<file path="src/logic/pmbus_pad_status_telemetry_map.vh">
// Command codes, field positions, reset values and timing for the status bank
`ifndef PMBUS_PAD_STATUS_TELEMETRY_MAP_VH
`define PMBUS_PAD_STATUS_TELEMETRY_MAP_VH

// Command codes
`define CMD_INPUT_VOLTAGE_READING   8'h88
`define CMD_INPUT_CURRENT_READING   8'h89
`define CMD_OUTPUT_VOLTAGE_READING  8'h8B
`define CMD_OUTPUT_CURRENT_READING  8'h8C
`define CMD_EXT_TEMP_READING        8'h8D
`define CMD_INT_TEMP_READING        8'h8E
`define CMD_OUTPUT_POWER_READING    8'h96
`define CMD_INPUT_POWER_READING     8'h97
`define CMD_OUTPUT_CURRENT_FINE     8'hBB
`define CMD_INPUT_CURRENT_MAXIMUM   8'hC4
`define CMD_INPUT_CURRENT_MINIMUM   8'hC5
`define CMD_INPUT_POWER_MAXIMUM     8'hC6
`define CMD_INPUT_POWER_MINIMUM     8'hC7
`define CMD_OUTPUT_CURRENT_MAXIMUM  8'hD7
`define CMD_OUTPUT_CURRENT_MINIMUM  8'hD8
`define CMD_OUTPUT_VOLTAGE_MAXIMUM  8'hDD
`define CMD_INPUT_VOLTAGE_MAXIMUM   8'hDE
`define CMD_EXT_TEMP_MAXIMUM        8'hDF
`define CMD_CURRENT_SENSE_VOLTAGE   8'hFA
`define CMD_OUTPUT_VOLTAGE_MINIMUM  8'hFB
`define CMD_INPUT_VOLTAGE_MINIMUM   8'hFC
`define CMD_EXT_TEMP_MINIMUM        8'hFD
`define CMD_PAD_LEVEL_SNAPSHOT      8'hE5
`define CMD_COMMON_DEVICE_STATUS    8'hEF

// Common status fields
`define COMMON_ALERT_BIT            7
`define COMMON_READY_BIT            6
`define COMMON_RESERVED_VALUE       4'hF
`define COMMON_SHARE_CLK_BIT        1
`define COMMON_WRITE_PROTECT_BIT    0

// Pad snapshot fields
`define PAD_POWER_GOOD_BIT          15
`define PAD_ALERT_BIT               14
`define PAD_RESERVED_VALUE          2'h0

// Record reset values
`define L11_MOST_NEGATIVE           16'h7C00
`define L11_MOST_POSITIVE           16'h7BFF
`define L16_RECORD_MAX_RESET        16'hF800
`define L16_RECORD_MIN_RESET        16'hFFFF
`define READ_DATA_RESET             16'h0000

// Timing
`define CLK_PERIOD_NS               20
`define SHARE_CLK_IDLE_NS           10000
`define SHARE_CLK_IDLE_CYC          10'h1F4

`endif

</file>
<file path="src/logic/pmbus_pad_status_telemetry.v">
// Status, pad snapshot and telemetry read bank behind the PMBus command port
//
// Operation
// - Pad snapshot is read-only; bits 15:12 show drive states, bits 9:0 synchronised pad levels.
// - Bit 15 low while power-good driven low; bit 14 same for alert.
// - Bits 13:12 show fault pad 0/1 drive, 0 when pulled low.
// - Bits 9:8 and 7:6 carry address-select pad 1 and 0 codes.
// - Control pads on bits 4,5,1,0 for controls 0,1,2,3; high reads 1.
// - Bits 3:2 show sensed levels of fault pads 0 and 1.
// - Only common status is accepted and answered while busy.
// - Busy device acks address, NACKs command, sets byte and word busy flags.
// - A busy rejection also asserts the active-low alert output.
// - Common bit 7 mirrors alert; 1 released, 0 asserted.
// - Common bit 6 is 1 when ready, 0 while busy.
// - Common bits 5:2 are reserved and read ones.
// - Common bit 1 is 1 while share clock held low, 0 when toggling.
// - Common bit 0 reflects write-protect pin level.
// - Unpaged input voltage, current, power reads in L11.
// - Paged output voltage L16, output current and power L11.
// - Paged external and unpaged internal temperature reads in L11.
// - Paged fine output current read, 2.5 mA per count.
// - Paged sense voltage read, absolute value, 3.05 uV per count.
// - Unpaged input max and min records in L11.
// - Paged output voltage, current, temperature max and min records.
// - Input maximums reload most negative code on reset, clear, turn-on.
// - Input minimums reload largest positive code on reset, clear, turn-on.
`timescale 1ns/10ps
`include "pmbus_pad_status_telemetry_map.vh"

// ---------------------------------------------
// Peak and valley tracker for one quantity
// ---------------------------------------------
module minmax_record #(
  parameter [15:0] MAX_RESET = `L11_MOST_NEGATIVE,
  parameter [15:0] MIN_RESET = `L11_MOST_POSITIVE,
  parameter        IS_L16    = 0
) (
  input  wire        i_ref_clk,
  input  wire        i_rst_n,
  input  wire        i_reload,
  input  wire        i_update,
  input  wire [15:0] i_value,
  output reg  [15:0] o_max,
  output reg  [15:0] o_min
);

  // L11 words are mantissa times two to the exponent; L16 is unsigned
  function signed [47:0] order_key;
    input [15:0] w;
    reg [5:0] sh;
    reg signed [47:0] m;
    begin
      sh = {w[15], w[15:11]} + 6'h10;
      m  = {{37{w[10]}}, w[10:0]};
      if (IS_L16 != 0)
        order_key = {32'h0, w};
      else
        order_key = m <<< sh;
    end
  endfunction

  // Reload outranks a sample arriving in the same cycle
  always @(posedge i_ref_clk or negedge i_rst_n)
  begin
    if (!i_rst_n)
    begin
      o_max <= MAX_RESET;
      o_min <= MIN_RESET;
    end
    else if (i_reload)
    begin
      o_max <= MAX_RESET;
      o_min <= MIN_RESET;
    end
    else if (i_update)
    begin
      if (order_key(i_value) > order_key(o_max))
        o_max <= i_value;
      if (order_key(i_value) < order_key(o_min))
        o_min <= i_value;
    end
  end

endmodule // minmax_record

// ---------------------------------------------
// Top of the bank
// ---------------------------------------------
module pmbus_pad_status_telemetry (
  input  wire        i_ref_clk,
  input  wire        i_rst_n,
  input  wire        i_addr_match,
  input  wire        i_cmd_strobe,
  input  wire [7:0]  i_cmd_code,
  input  wire [1:0]  i_page,
  input  wire        i_busy,
  input  wire        i_clear_faults,
  input  wire        i_busy_flag_clear,
  input  wire        i_alert_request,
  input  wire [3:0]  i_channel_on,
  input  wire        i_pwrgd_drive_low,
  input  wire [1:0]  i_fault_drive_low,
  input  wire        i_fault_share_pad_0,
  input  wire        i_fault_share_pad_1,
  input  wire [1:0]  i_address_select_pad_0,
  input  wire [1:0]  i_address_select_pad_1,
  input  wire        i_channel_control_pad_0,
  input  wire        i_channel_control_pad_1,
  input  wire        i_channel_control_pad_2,
  input  wire        i_channel_control_pad_3,
  input  wire        i_share_clk_pin,
  input  wire        i_write_protect_pin,
  input  wire        i_meas_strobe,
  input  wire [15:0] i_vin,
  input  wire [15:0] i_iin,
  input  wire [15:0] i_pin,
  input  wire [15:0] i_temp_int,
  input  wire [63:0] i_vout_all,
  input  wire [63:0] i_iout_all,
  input  wire [63:0] i_pout_all,
  input  wire [63:0] i_temp_ext_all,
  input  wire [63:0] i_iout_fine_all,
  input  wire [63:0] i_sense_v_all,
  output reg         o_addr_ack,
  output reg         o_cmd_ack,
  output reg         o_cmd_nack,
  output reg  [15:0] o_rd_data,
  output reg         o_status_byte_busy,
  output reg         o_status_word_busy,
  output wire        o_alert_out,
  output wire        o_alert_oe
);

  // ---------------------------------------------
  // Pin synchronisers
  // ---------------------------------------------
  wire [11:0] pin_raw;
  reg  [11:0] pin_meta_reg;
  reg  [11:0] pin_sync_reg;

  assign pin_raw = {i_write_protect_pin, i_share_clk_pin,
                    i_address_select_pad_1, i_address_select_pad_0,
                    i_fault_share_pad_1, i_fault_share_pad_0,
                    i_channel_control_pad_3, i_channel_control_pad_2,
                    i_channel_control_pad_1, i_channel_control_pad_0};

  always @(posedge i_ref_clk or negedge i_rst_n)
  begin
    if (!i_rst_n)
    begin
      pin_meta_reg <= 12'h000;
      pin_sync_reg <= 12'h000;
    end
    else
    begin
      pin_meta_reg <= pin_raw;
      pin_sync_reg <= pin_meta_reg;
    end
  end

  wire [3:0] ctl_lvl   = pin_sync_reg[3:0];
  wire       fault0_lv = pin_sync_reg[4];
  wire       fault1_lv = pin_sync_reg[5];
  wire [1:0] address_select_pad_0     = pin_sync_reg[7:6];
  wire [1:0] address_select_pad_1     = pin_sync_reg[9:8];
  wire       share_lv  = pin_sync_reg[10];
  wire       wp_lv     = pin_sync_reg[11];

  // ---------------------------------------------
  // Share clock activity
  // ---------------------------------------------
  // Idle count starts full so a quiet low pin reads held from reset on
  reg        share_prev_reg;
  reg [9:0]  share_idle_reg;
  reg        share_held_reg;
  wire       share_edge = share_lv ^ share_prev_reg;

  always @(posedge i_ref_clk or negedge i_rst_n)
  begin
    if (!i_rst_n)
    begin
      share_prev_reg <= 1'b0;
      share_idle_reg <= `SHARE_CLK_IDLE_CYC;
      share_held_reg <= 1'b1;
    end
    else
    begin
      share_prev_reg <= share_lv;
      if (share_edge)
        share_idle_reg <= 10'h000;
      else if (share_idle_reg != `SHARE_CLK_IDLE_CYC)
        share_idle_reg <= share_idle_reg + 10'h001;
      share_held_reg <= !share_lv &&
                        (share_idle_reg == `SHARE_CLK_IDLE_CYC);
    end
  end

  // ---------------------------------------------
  // Alert drive
  // ---------------------------------------------
  reg  busy_alert_reg;
  wire busy_reject;

  assign o_alert_oe  = busy_alert_reg | i_alert_request;
  assign o_alert_out = 1'b0;

  // ---------------------------------------------
  // Pad snapshot and common status
  // ---------------------------------------------
  wire [15:0] pad_snapshot;
  wire [7:0]  common_status;

  assign pad_snapshot = {!i_pwrgd_drive_low,
                         !o_alert_oe,
                         !i_fault_drive_low[0],
                         !i_fault_drive_low[1],
                         `PAD_RESERVED_VALUE,
                         address_select_pad_1,
                         address_select_pad_0,
                         ctl_lvl[1], ctl_lvl[0],
                         fault0_lv, fault1_lv,
                         ctl_lvl[2], ctl_lvl[3]};

  assign common_status = {!o_alert_oe,
                          !i_busy,
                          `COMMON_RESERVED_VALUE,
                          share_held_reg,
                          wp_lv};

  // ---------------------------------------------
  // Records
  // ---------------------------------------------
  reg  [3:0] chan_on_prev_reg;
  wire [3:0] chan_turn_on = i_channel_on & ~chan_on_prev_reg;
  wire       in_reload    = i_clear_faults | (|chan_turn_on);

  always @(posedge i_ref_clk or negedge i_rst_n)
  begin
    if (!i_rst_n)
      chan_on_prev_reg <= 4'h0;
    else
      chan_on_prev_reg <= i_channel_on;
  end

  wire [15:0] iin_max, iin_min, pin_max, pin_min, vin_max, vin_min;

  minmax_record u_iin_rec (
    .i_ref_clk (i_ref_clk),
    .i_rst_n   (i_rst_n),
    .i_reload  (in_reload),
    .i_update  (i_meas_strobe),
    .i_value   (i_iin),
    .o_max     (iin_max),
    .o_min     (iin_min)
  );

  minmax_record u_pin_rec (
    .i_ref_clk (i_ref_clk),
    .i_rst_n   (i_rst_n),
    .i_reload  (in_reload),
    .i_update  (i_meas_strobe),
    .i_value   (i_pin),
    .o_max     (pin_max),
    .o_min     (pin_min)
  );

  minmax_record u_vin_rec (
    .i_ref_clk (i_ref_clk),
    .i_rst_n   (i_rst_n),
    .i_reload  (in_reload),
    .i_update  (i_meas_strobe),
    .i_value   (i_vin),
    .o_max     (vin_max),
    .o_min     (vin_min)
  );

  wire [63:0] vout_max_all, vout_min_all;
  wire [63:0] iout_max_all, iout_min_all;
  wire [63:0] temp_max_all, temp_min_all;

  // Clear reaches every channel's records; only a channel's own turn-on does
  genvar ch;
  generate
    for (ch = 0; ch < 4; ch = ch + 1)
    begin : g_chan
      wire ch_reload = i_clear_faults | chan_turn_on[ch];

      minmax_record #(
        .MAX_RESET (`L16_RECORD_MAX_RESET),
        .MIN_RESET (`L16_RECORD_MIN_RESET),
        .IS_L16    (1)
      ) u_vout_rec (
        .i_ref_clk (i_ref_clk),
        .i_rst_n   (i_rst_n),
        .i_reload  (ch_reload),
        .i_update  (i_meas_strobe),
        .i_value   (i_vout_all[ch*16 +: 16]),
        .o_max     (vout_max_all[ch*16 +: 16]),
        .o_min     (vout_min_all[ch*16 +: 16])
      );

      minmax_record u_iout_rec (
        .i_ref_clk (i_ref_clk),
        .i_rst_n   (i_rst_n),
        .i_reload  (ch_reload),
        .i_update  (i_meas_strobe),
        .i_value   (i_iout_all[ch*16 +: 16]),
        .o_max     (iout_max_all[ch*16 +: 16]),
        .o_min     (iout_min_all[ch*16 +: 16])
      );

      minmax_record u_temp_rec (
        .i_ref_clk (i_ref_clk),
        .i_rst_n   (i_rst_n),
        .i_reload  (ch_reload),
        .i_update  (i_meas_strobe),
        .i_value   (i_temp_ext_all[ch*16 +: 16]),
        .o_max     (temp_max_all[ch*16 +: 16]),
        .o_min     (temp_min_all[ch*16 +: 16])
      );
    end
  endgenerate

  // ---------------------------------------------
  // Command decode
  // ---------------------------------------------
  reg [15:0] sel_data;
  reg        sel_known;

  always @*
  begin
    sel_known = 1'b1;
    case (i_cmd_code)
      `CMD_INPUT_VOLTAGE_READING:  sel_data = i_vin;
      `CMD_INPUT_CURRENT_READING:  sel_data = i_iin;
      `CMD_INPUT_POWER_READING:    sel_data = i_pin;
      `CMD_OUTPUT_VOLTAGE_READING:
        sel_data = i_vout_all[i_page*16 +: 16];
      `CMD_OUTPUT_CURRENT_READING:
        sel_data = i_iout_all[i_page*16 +: 16];
      `CMD_OUTPUT_POWER_READING:
        sel_data = i_pout_all[i_page*16 +: 16];
      `CMD_EXT_TEMP_READING:
        sel_data = i_temp_ext_all[i_page*16 +: 16];
      `CMD_INT_TEMP_READING:       sel_data = i_temp_int;
      `CMD_OUTPUT_CURRENT_FINE:
        sel_data = i_iout_fine_all[i_page*16 +: 16];
      `CMD_CURRENT_SENSE_VOLTAGE:
        sel_data = i_sense_v_all[i_page*16 +: 16];
      `CMD_INPUT_CURRENT_MAXIMUM:  sel_data = iin_max;
      `CMD_INPUT_CURRENT_MINIMUM:  sel_data = iin_min;
      `CMD_INPUT_POWER_MAXIMUM:    sel_data = pin_max;
      `CMD_INPUT_POWER_MINIMUM:    sel_data = pin_min;
      `CMD_INPUT_VOLTAGE_MAXIMUM:  sel_data = vin_max;
      `CMD_INPUT_VOLTAGE_MINIMUM:  sel_data = vin_min;
      `CMD_OUTPUT_VOLTAGE_MAXIMUM:
        sel_data = vout_max_all[i_page*16 +: 16];
      `CMD_OUTPUT_VOLTAGE_MINIMUM:
        sel_data = vout_min_all[i_page*16 +: 16];
      `CMD_OUTPUT_CURRENT_MAXIMUM:
        sel_data = iout_max_all[i_page*16 +: 16];
      `CMD_OUTPUT_CURRENT_MINIMUM:
        sel_data = iout_min_all[i_page*16 +: 16];
      `CMD_EXT_TEMP_MAXIMUM:
        sel_data = temp_max_all[i_page*16 +: 16];
      `CMD_EXT_TEMP_MINIMUM:
        sel_data = temp_min_all[i_page*16 +: 16];
      `CMD_PAD_LEVEL_SNAPSHOT:     sel_data = pad_snapshot;
      `CMD_COMMON_DEVICE_STATUS:   sel_data = {8'h00, common_status};
      default:
      begin
        sel_data  = `READ_DATA_RESET;
        sel_known = 1'b0;
      end
    endcase
  end

  // Common status stays reachable so the host can poll for ready
  wire is_common = (i_cmd_code == `CMD_COMMON_DEVICE_STATUS);
  wire cmd_ok    = i_cmd_strobe && sel_known &&
                   (!i_busy || is_common);
  assign busy_reject = i_cmd_strobe && i_busy && !is_common;

  // ---------------------------------------------
  // Answer and flags
  // ---------------------------------------------
  always @(posedge i_ref_clk or negedge i_rst_n)
  begin
    if (!i_rst_n)
    begin
      o_addr_ack         <= 1'b0;
      o_cmd_ack          <= 1'b0;
      o_cmd_nack         <= 1'b0;
      o_rd_data          <= `READ_DATA_RESET;
      o_status_byte_busy <= 1'b0;
      o_status_word_busy <= 1'b0;
      busy_alert_reg     <= 1'b0;
    end
    else
    begin
      o_addr_ack <= i_addr_match;
      o_cmd_ack  <= cmd_ok;
      o_cmd_nack <= i_cmd_strobe && !cmd_ok;
      if (cmd_ok)
        o_rd_data <= sel_data;
      // A rejection in the clearing cycle still leaves the flags set
      if (busy_reject)
      begin
        o_status_byte_busy <= 1'b1;
        o_status_word_busy <= 1'b1;
        busy_alert_reg     <= 1'b1;
      end
      else if (i_busy_flag_clear || i_clear_faults)
      begin
        o_status_byte_busy <= 1'b0;
        o_status_word_busy <= 1'b0;
        busy_alert_reg     <= 1'b0;
      end
    end
  end

endmodule // pmbus_pad_status_telemetry

</file>
<file path="config.mk">
export PLATFORM = sky130hd
export DESIGN_NAME = pmbus_pad_status_telemetry
export DESIGN_NICKNAME = d
export VERILOG_FILES = /design/src/logic/pmbus_pad_status_telemetry.v
export VERILOG_INCLUDE_DIRS = /design/src /design/src/logic
export SDC_FILE = /design/constraint.sdc
export NUM_CORES = 2
export LEC_CHECK = 0
export BUFFER_PORTS_ARGS = -buffer_cell sky130_fd_sc_hd__buf_2
export CAP_MARGIN = 20
export CORE_UTILIZATION = 45
export CTS_CLUSTER_SIZE = 24
export DETAILED_ROUTE_END_ITERATION = 7
export HOLD_SLACK_MARGIN = 0.03
export SYNTH_ARGS = -nofsm -noshare
export SYNTH_HDL_FRONTEND = slang
export SYNTH_HIERARCHICAL = 1
export SYNTH_SLANG_ARGS = --single-unit
</file>
<file path="constraint.sdc">
create_clock -name i_ref_clk -period 5.95 [get_ports i_ref_clk]
set_input_delay 0.2975 -clock i_ref_clk [delete_from_list [all_inputs] [get_ports i_ref_clk]]
set_output_delay 0.2975 -clock i_ref_clk [all_outputs]
set_load 0.005 [all_outputs]
</file>
==> Implementation_results.wiki <==
{| class="wikitable"
! Metric !! Value
|-
| Drt wl/cell || 31.22 µm
|-
| Placeable core area || approximately 0.19 mm²
|-
| Share of the synthesized netlist area taken by xor and xnor gates || less than 1%
|-
| Area added between synthesis and finish || 9.532%
|-
| Cell type with the highest aggregate area in the netlist || sky130_fd_sc_hd__ha_1
|-
| Maximum fanout along the worst path || 17
|-
| Area share of and/or/nand/nor cells after synthesis || approximately 22%
|-
| H-tree depth reported by CTS || 3
|-
| Total Negative Setup Slacks || 0 ns
|-
| Sequential cell area fraction in the yosys report || roughly 17%
|-
| Most common cell in the netlist || sky130_fd_sc_hd__nor2_1
|-
| Worst skew pair latency || 0.69 ns
|-
| Standard-cell row count || between 150 and 200
|-
| Power per standard cell area || slightly below 200 mW/mm²
|-
| DRC errors left || 20
|-
| Sinks on Clock Net || between 500 and 600
|-
| Max-Cap Viols || 1
|-
| Number of optimization iterations in the first detailed-route pass || 8
|-
| Class of the worst hold path || input pin to flip-flop
|-
| Max-Slew Margin vs Limit || around 1.8%
|-
| Setup slack of the worst register-to-register path || 0.72 ns
|-
| Area contributors post-synth || sky130_fd_sc_hd__ha_1 15%, sky130_fd_sc_hd__mux2i_1 9.8%, sky130_fd_sc_hd__dfstp_2 9.4%, sky130_fd_sc_hd__dfrtp_1 7.1%, sky130_fd_sc_hd__a21oi_1 5.3%
|-
| Part of the total power dissipated in combinational logic || between 40% and 50%
|-
| Reg-to-reg startpoint || g_chan[2].u_temp_rec/o_max[11]
|-
| Peak supply drop || around 0.00021 V
|-
| Multiplexer share of the synthesized area || approximately an eighth
|-
| Top_reg_cell synth || sky130_fd_sc_hd__dfstp_2
|-
| Hold_buf cts || 196
|-
| Switching share of total power || between 40% and 50%
|-
| Actual slew at the worst max-slew pin || 1.436 ns
|-
| Cell variety after synth || 118
|-
| Number of instances in the synthesized netlist || roughly 11k
|-
| Hold slack final || between 0.08 and 0.09 ns
|-
| Timing endpoint of the critical path || g_chan[2].u_temp_rec/o_max[7]
|-
| DRT Wirelength || 430.7 mm
|-
| Number of cells traversed by the worst register-to-register path || 14
|-
| Via count of the first global-routing pass || 85.58k
|-
| Initial Util || 45.34%
|-
| Total via count after detailed routing || between 90k and 100k
|-
| Worst clock skew on the final layout || between 0.03 and 0.04 ns
|-
| Clk pwr share || 23.7%
|-
| Number of antenna violations at the first check in global routing || roughly 160
|-
| Category of the worst setup path capture point || flip-flop
|-
| Most numerous cell types in the synthesized netlist || 1,138 x sky130_fd_sc_hd__nor2_1, 1,069 x sky130_fd_sc_hd__nand2_1, 1,039 x sky130_fd_sc_hd__ha_1, 884 x sky130_fd_sc_hd__a21oi_1, 844 x sky130_fd_sc_hd__o21ai_0
|-
| DRT antenna net count || 0
|-
| Critical path, cell by cell || mux2_2 > o21ai_0 > o21ai_0 > o21ba_2 > a21boi_0 > ha_1 > a21oi_1 > o21ai_0 > a221oi_2 > o21ai_1 > or4_1 > a311oi_2 > a2bb2oi_4 > mux2i_1
|-
| Part of the total power dissipated in sequential elements || 26.5%
|-
| Clock buffer depth || 3
|-
| Worst setup path start || g_chan[2].u_temp_rec/o_max[11]
|-
| Compound-Gate Fraction of Synth Area || between 20% and 30%
|-
| Dominant combinational cell family by area after synthesis || compound AO/OA/AOI/OAI gates
|-
| Highest Clock Rate || 191.3 MHz
|-
| Number of enable-type register cells in the synthesized netlist || 0
|-
| Die height || 434.3 µm
|-
| Ratio of routed vias to standard cells || 6.730
|-
| Stage delay of the slowest cell on the critical path || 0.76 ns
|-
| Die area || approximately 0.19 mm²
|-
| Share of layout cells above drive strength 1 || roughly 14%
|-
| Area share of the largest cell type after synthesis || around 15%
|-
| Area after detailed placement || between 0.08 and 0.09 mm²
|-
| Total routing usage reported by global routing || a little over two fifths
|-
| Synthesized flop and latch total || 540
|-
| Number of post-CTS setup repair buffers || 0
|-
| HPWL after detailed placement || roughly 340 mm
|-
| Min Tclk post-route || roughly 5.2 ns
|-
| Post-synthesis share of cell area spent on full adders, half adders and majority gates || between 10% and 20%
|-
| RSZ-0062 raised after global routing || no
|-
| Status || finished with violations
|-
| Number of top-level design ports || ~510
|-
| Clock tree from TritonCTS || built
|-
| Total net switching power || between 0.008 and 0.009 W
|-
| Placer Congestion || between 1 and 1.5
|-
| Category of the critical setup timing path || flip-flop to flip-flop
|-
| Count of final max-slew check failures || 0
|-
| Die width || about 430 µm
|-
| Final Cycle Share || a little under 90%
|-
| Non-Filler Cell Area, Final || roughly 0.09 mm²
|-
| Number of buffers inserted during clock tree synthesis || 67
|-
| Aggregate global routing overflow || 0
|-
| Number of DRC violations after detailed-routing iteration 0 || 13.13k
|-
| Hold Violations, Final || 0
|-
| Final Power || around 0.018 W
|-
| Synthesized area || roughly 0.084 mm²
|-
| FF-to-FF End || g_chan[2].u_temp_rec/o_max[7]
|-
| Leakage power || slightly above 40 nW
|-
| First-pass GRT wire length || around 610 mm
|-
| Largest net degree at the start of global routing || roughly 160
|-
| Number of warnings issued by yosys || 6
|-
| Post-layout net count || ~13k
|-
| Syn avg cell area || around 7.6 µm²
|-
| IO buf count || between 500 and 600
|-
| Failing checks || design-rule violations, max-capacitance violations
|-
| Post-cts gate resize count || 0
|-
| Cell internal pwr || 0.009788 W
|-
| Nature of the critical path startpoint || flip-flop
|-
| Async SR Flop Fraction || 100.0%
|-
| Clock input transition at the sequential cells of the worst setup and hold paths || 0.06 ns
|-
| Final core utilization || between 40 and 50%
|-
| Critical Path AT || between 5 and 6 ns
|-
| Cell with the largest stage delay on the worst path || sky130_fd_sc_hd__dfstp_2
|-
| Cell seen most often among critical-path stages || sky130_fd_sc_hd__o21ai_0
|-
| Total of endpoints with negative setup slack in the final report || 0
|-
| Syn_nets || around 13k
|-
| Data required time of the worst path || between 6 and 7 ns
|-
| Root Buffer || sky130_fd_sc_hd__clkbuf_16
|}
## worst min-delay path by stage
stage	from	end	slack, ns	cells after the start
finish	i_vout_all[15]	g_chan[0].u_vout_rec/o_min[15]	0.09	3
global route	i_vout_all[15]	g_chan[0].u_vout_rec/o_min[15]	0.08	3
CTS	i_vout_all[15]	g_chan[0].u_vout_rec/o_min[15]	0.04	3
detailed placement	pin_meta_reg[4]	pin_sync_reg[4]	0.33	0
global placement	i_rst_n	share_prev_reg	0.33	1
floorplan	i_rst_n	busy_alert_reg	0.002	0
## cell families (layout without fill, tap and decap cells)
family / count (synthesis) / after routing
muxes: 1012 / 1012
buffers and inverters: 1089 / 1291
adders and majority gates: 1039 / 1039
xor gates and xnor gates: 6 / 6
DFF: 540 / 540
AOI/OAI and AO/OA: 3521 / 3521
and+or+nand+nor: 3793 / 3793
other: 1 / 112
## routing by layer
metal	global-route usage (%)	routed length, µm	vias to the layer above
met5	0.2342	279	-
met4	37.28	41800	42
met3	10.29	41290	1554
met2	64.68	181900	5603
met1	54.05	165400	44120
li1	-	-	41510
## critical path: cells and delay by family (launching register included)
| family | cells | cell delay (ns) |
|---|---|---|
| DFF | 1 | 0.76 |
| muxes | 2 | 0.67 |
| adders and majority gates | 1 | 0.27 |
| AOI/OAI and AO/OA | 10 | 2.89 |
| and+or+nand+nor | 1 | 0.52 |
## power groups by stage
| stage | sequential [W] | combinational (W) | clock [W] |
|---|---|---|---|
| after detailed placement | 0.00480 | 0.00850 | 0 |
| after CTS | 0.00474 | 0.00867 | 0.00428 |
| after floorplan | 0.00427 | 0.00613 | 0 |
| final | 0.00479 | 0.00898 | 0.00428 |
| after global routing | 0.00481 | 0.00972 | 0.00440 |
| after global placement | 0.00479 | 0.00838 | 0 |
## layout by cell type (no fill, tap or decap), types with 79 or more instances in the layout
cell type                       Yosys  layout
sky130_fd_sc_hd__and2_1           110     104
sky130_fd_sc_hd__a22oi_1          304     304
sky130_fd_sc_hd__dlygate4sd3_1      3     196
sky130_fd_sc_hd__nand4_1          222     222
sky130_fd_sc_hd__a21o_1           166     164
sky130_fd_sc_hd__a22o_1            79      79
sky130_fd_sc_hd__nor2_1          1138    1134
sky130_fd_sc_hd__a21oi_1          884     884
sky130_fd_sc_hd__a31oi_1           83      83
sky130_fd_sc_hd__mux2_2           150     150
sky130_fd_sc_hd__o211ai_1          95      95
sky130_fd_sc_hd__nand2b_1         293     292
sky130_fd_sc_hd__buf_4             19     124
sky130_fd_sc_hd__nor2b_1           96      96
sky130_fd_sc_hd__o21a_1           118     118
sky130_fd_sc_hd__a21boi_0         143     142
sky130_fd_sc_hd__nand3_1          204     204
sky130_fd_sc_hd__inv_1            293     293
sky130_fd_sc_hd__nor3_1           239     238
sky130_fd_sc_hd__mux2i_1          819     819
sky130_fd_sc_hd__diode_2            0     111
sky130_fd_sc_hd__dfstp_2          300     300
sky130_fd_sc_hd__dfrtp_1          240     240
sky130_fd_sc_hd__buf_2            111     504
sky130_fd_sc_hd__nand2_1         1069    1069
sky130_fd_sc_hd__o21ai_0          844     844
sky130_fd_sc_hd__ha_1            1039    1039
## final cells by class
class,count,area (µm²)
Sequential cell,540,13890
Multi-Input combinational cell,9372,65830
Tap cell,2480,3103
Clock inverter,30,326.6
Antenna cell,111,277.8
Timing Repair Buffer,832,5543
Fill cell,18550,93340
Clock buffer,92,1861
Inverter,337,1265
## metrics by stage
stage,cells,worst slack [ns]
finish,13790,0.7213
global route,13770,0.3552
global placement,13360,0.8976
CTS,13680,0.7696
detailed placement,13360,0.7951
floorplan,11000,1.450
(Power assumes the default switching activity.)
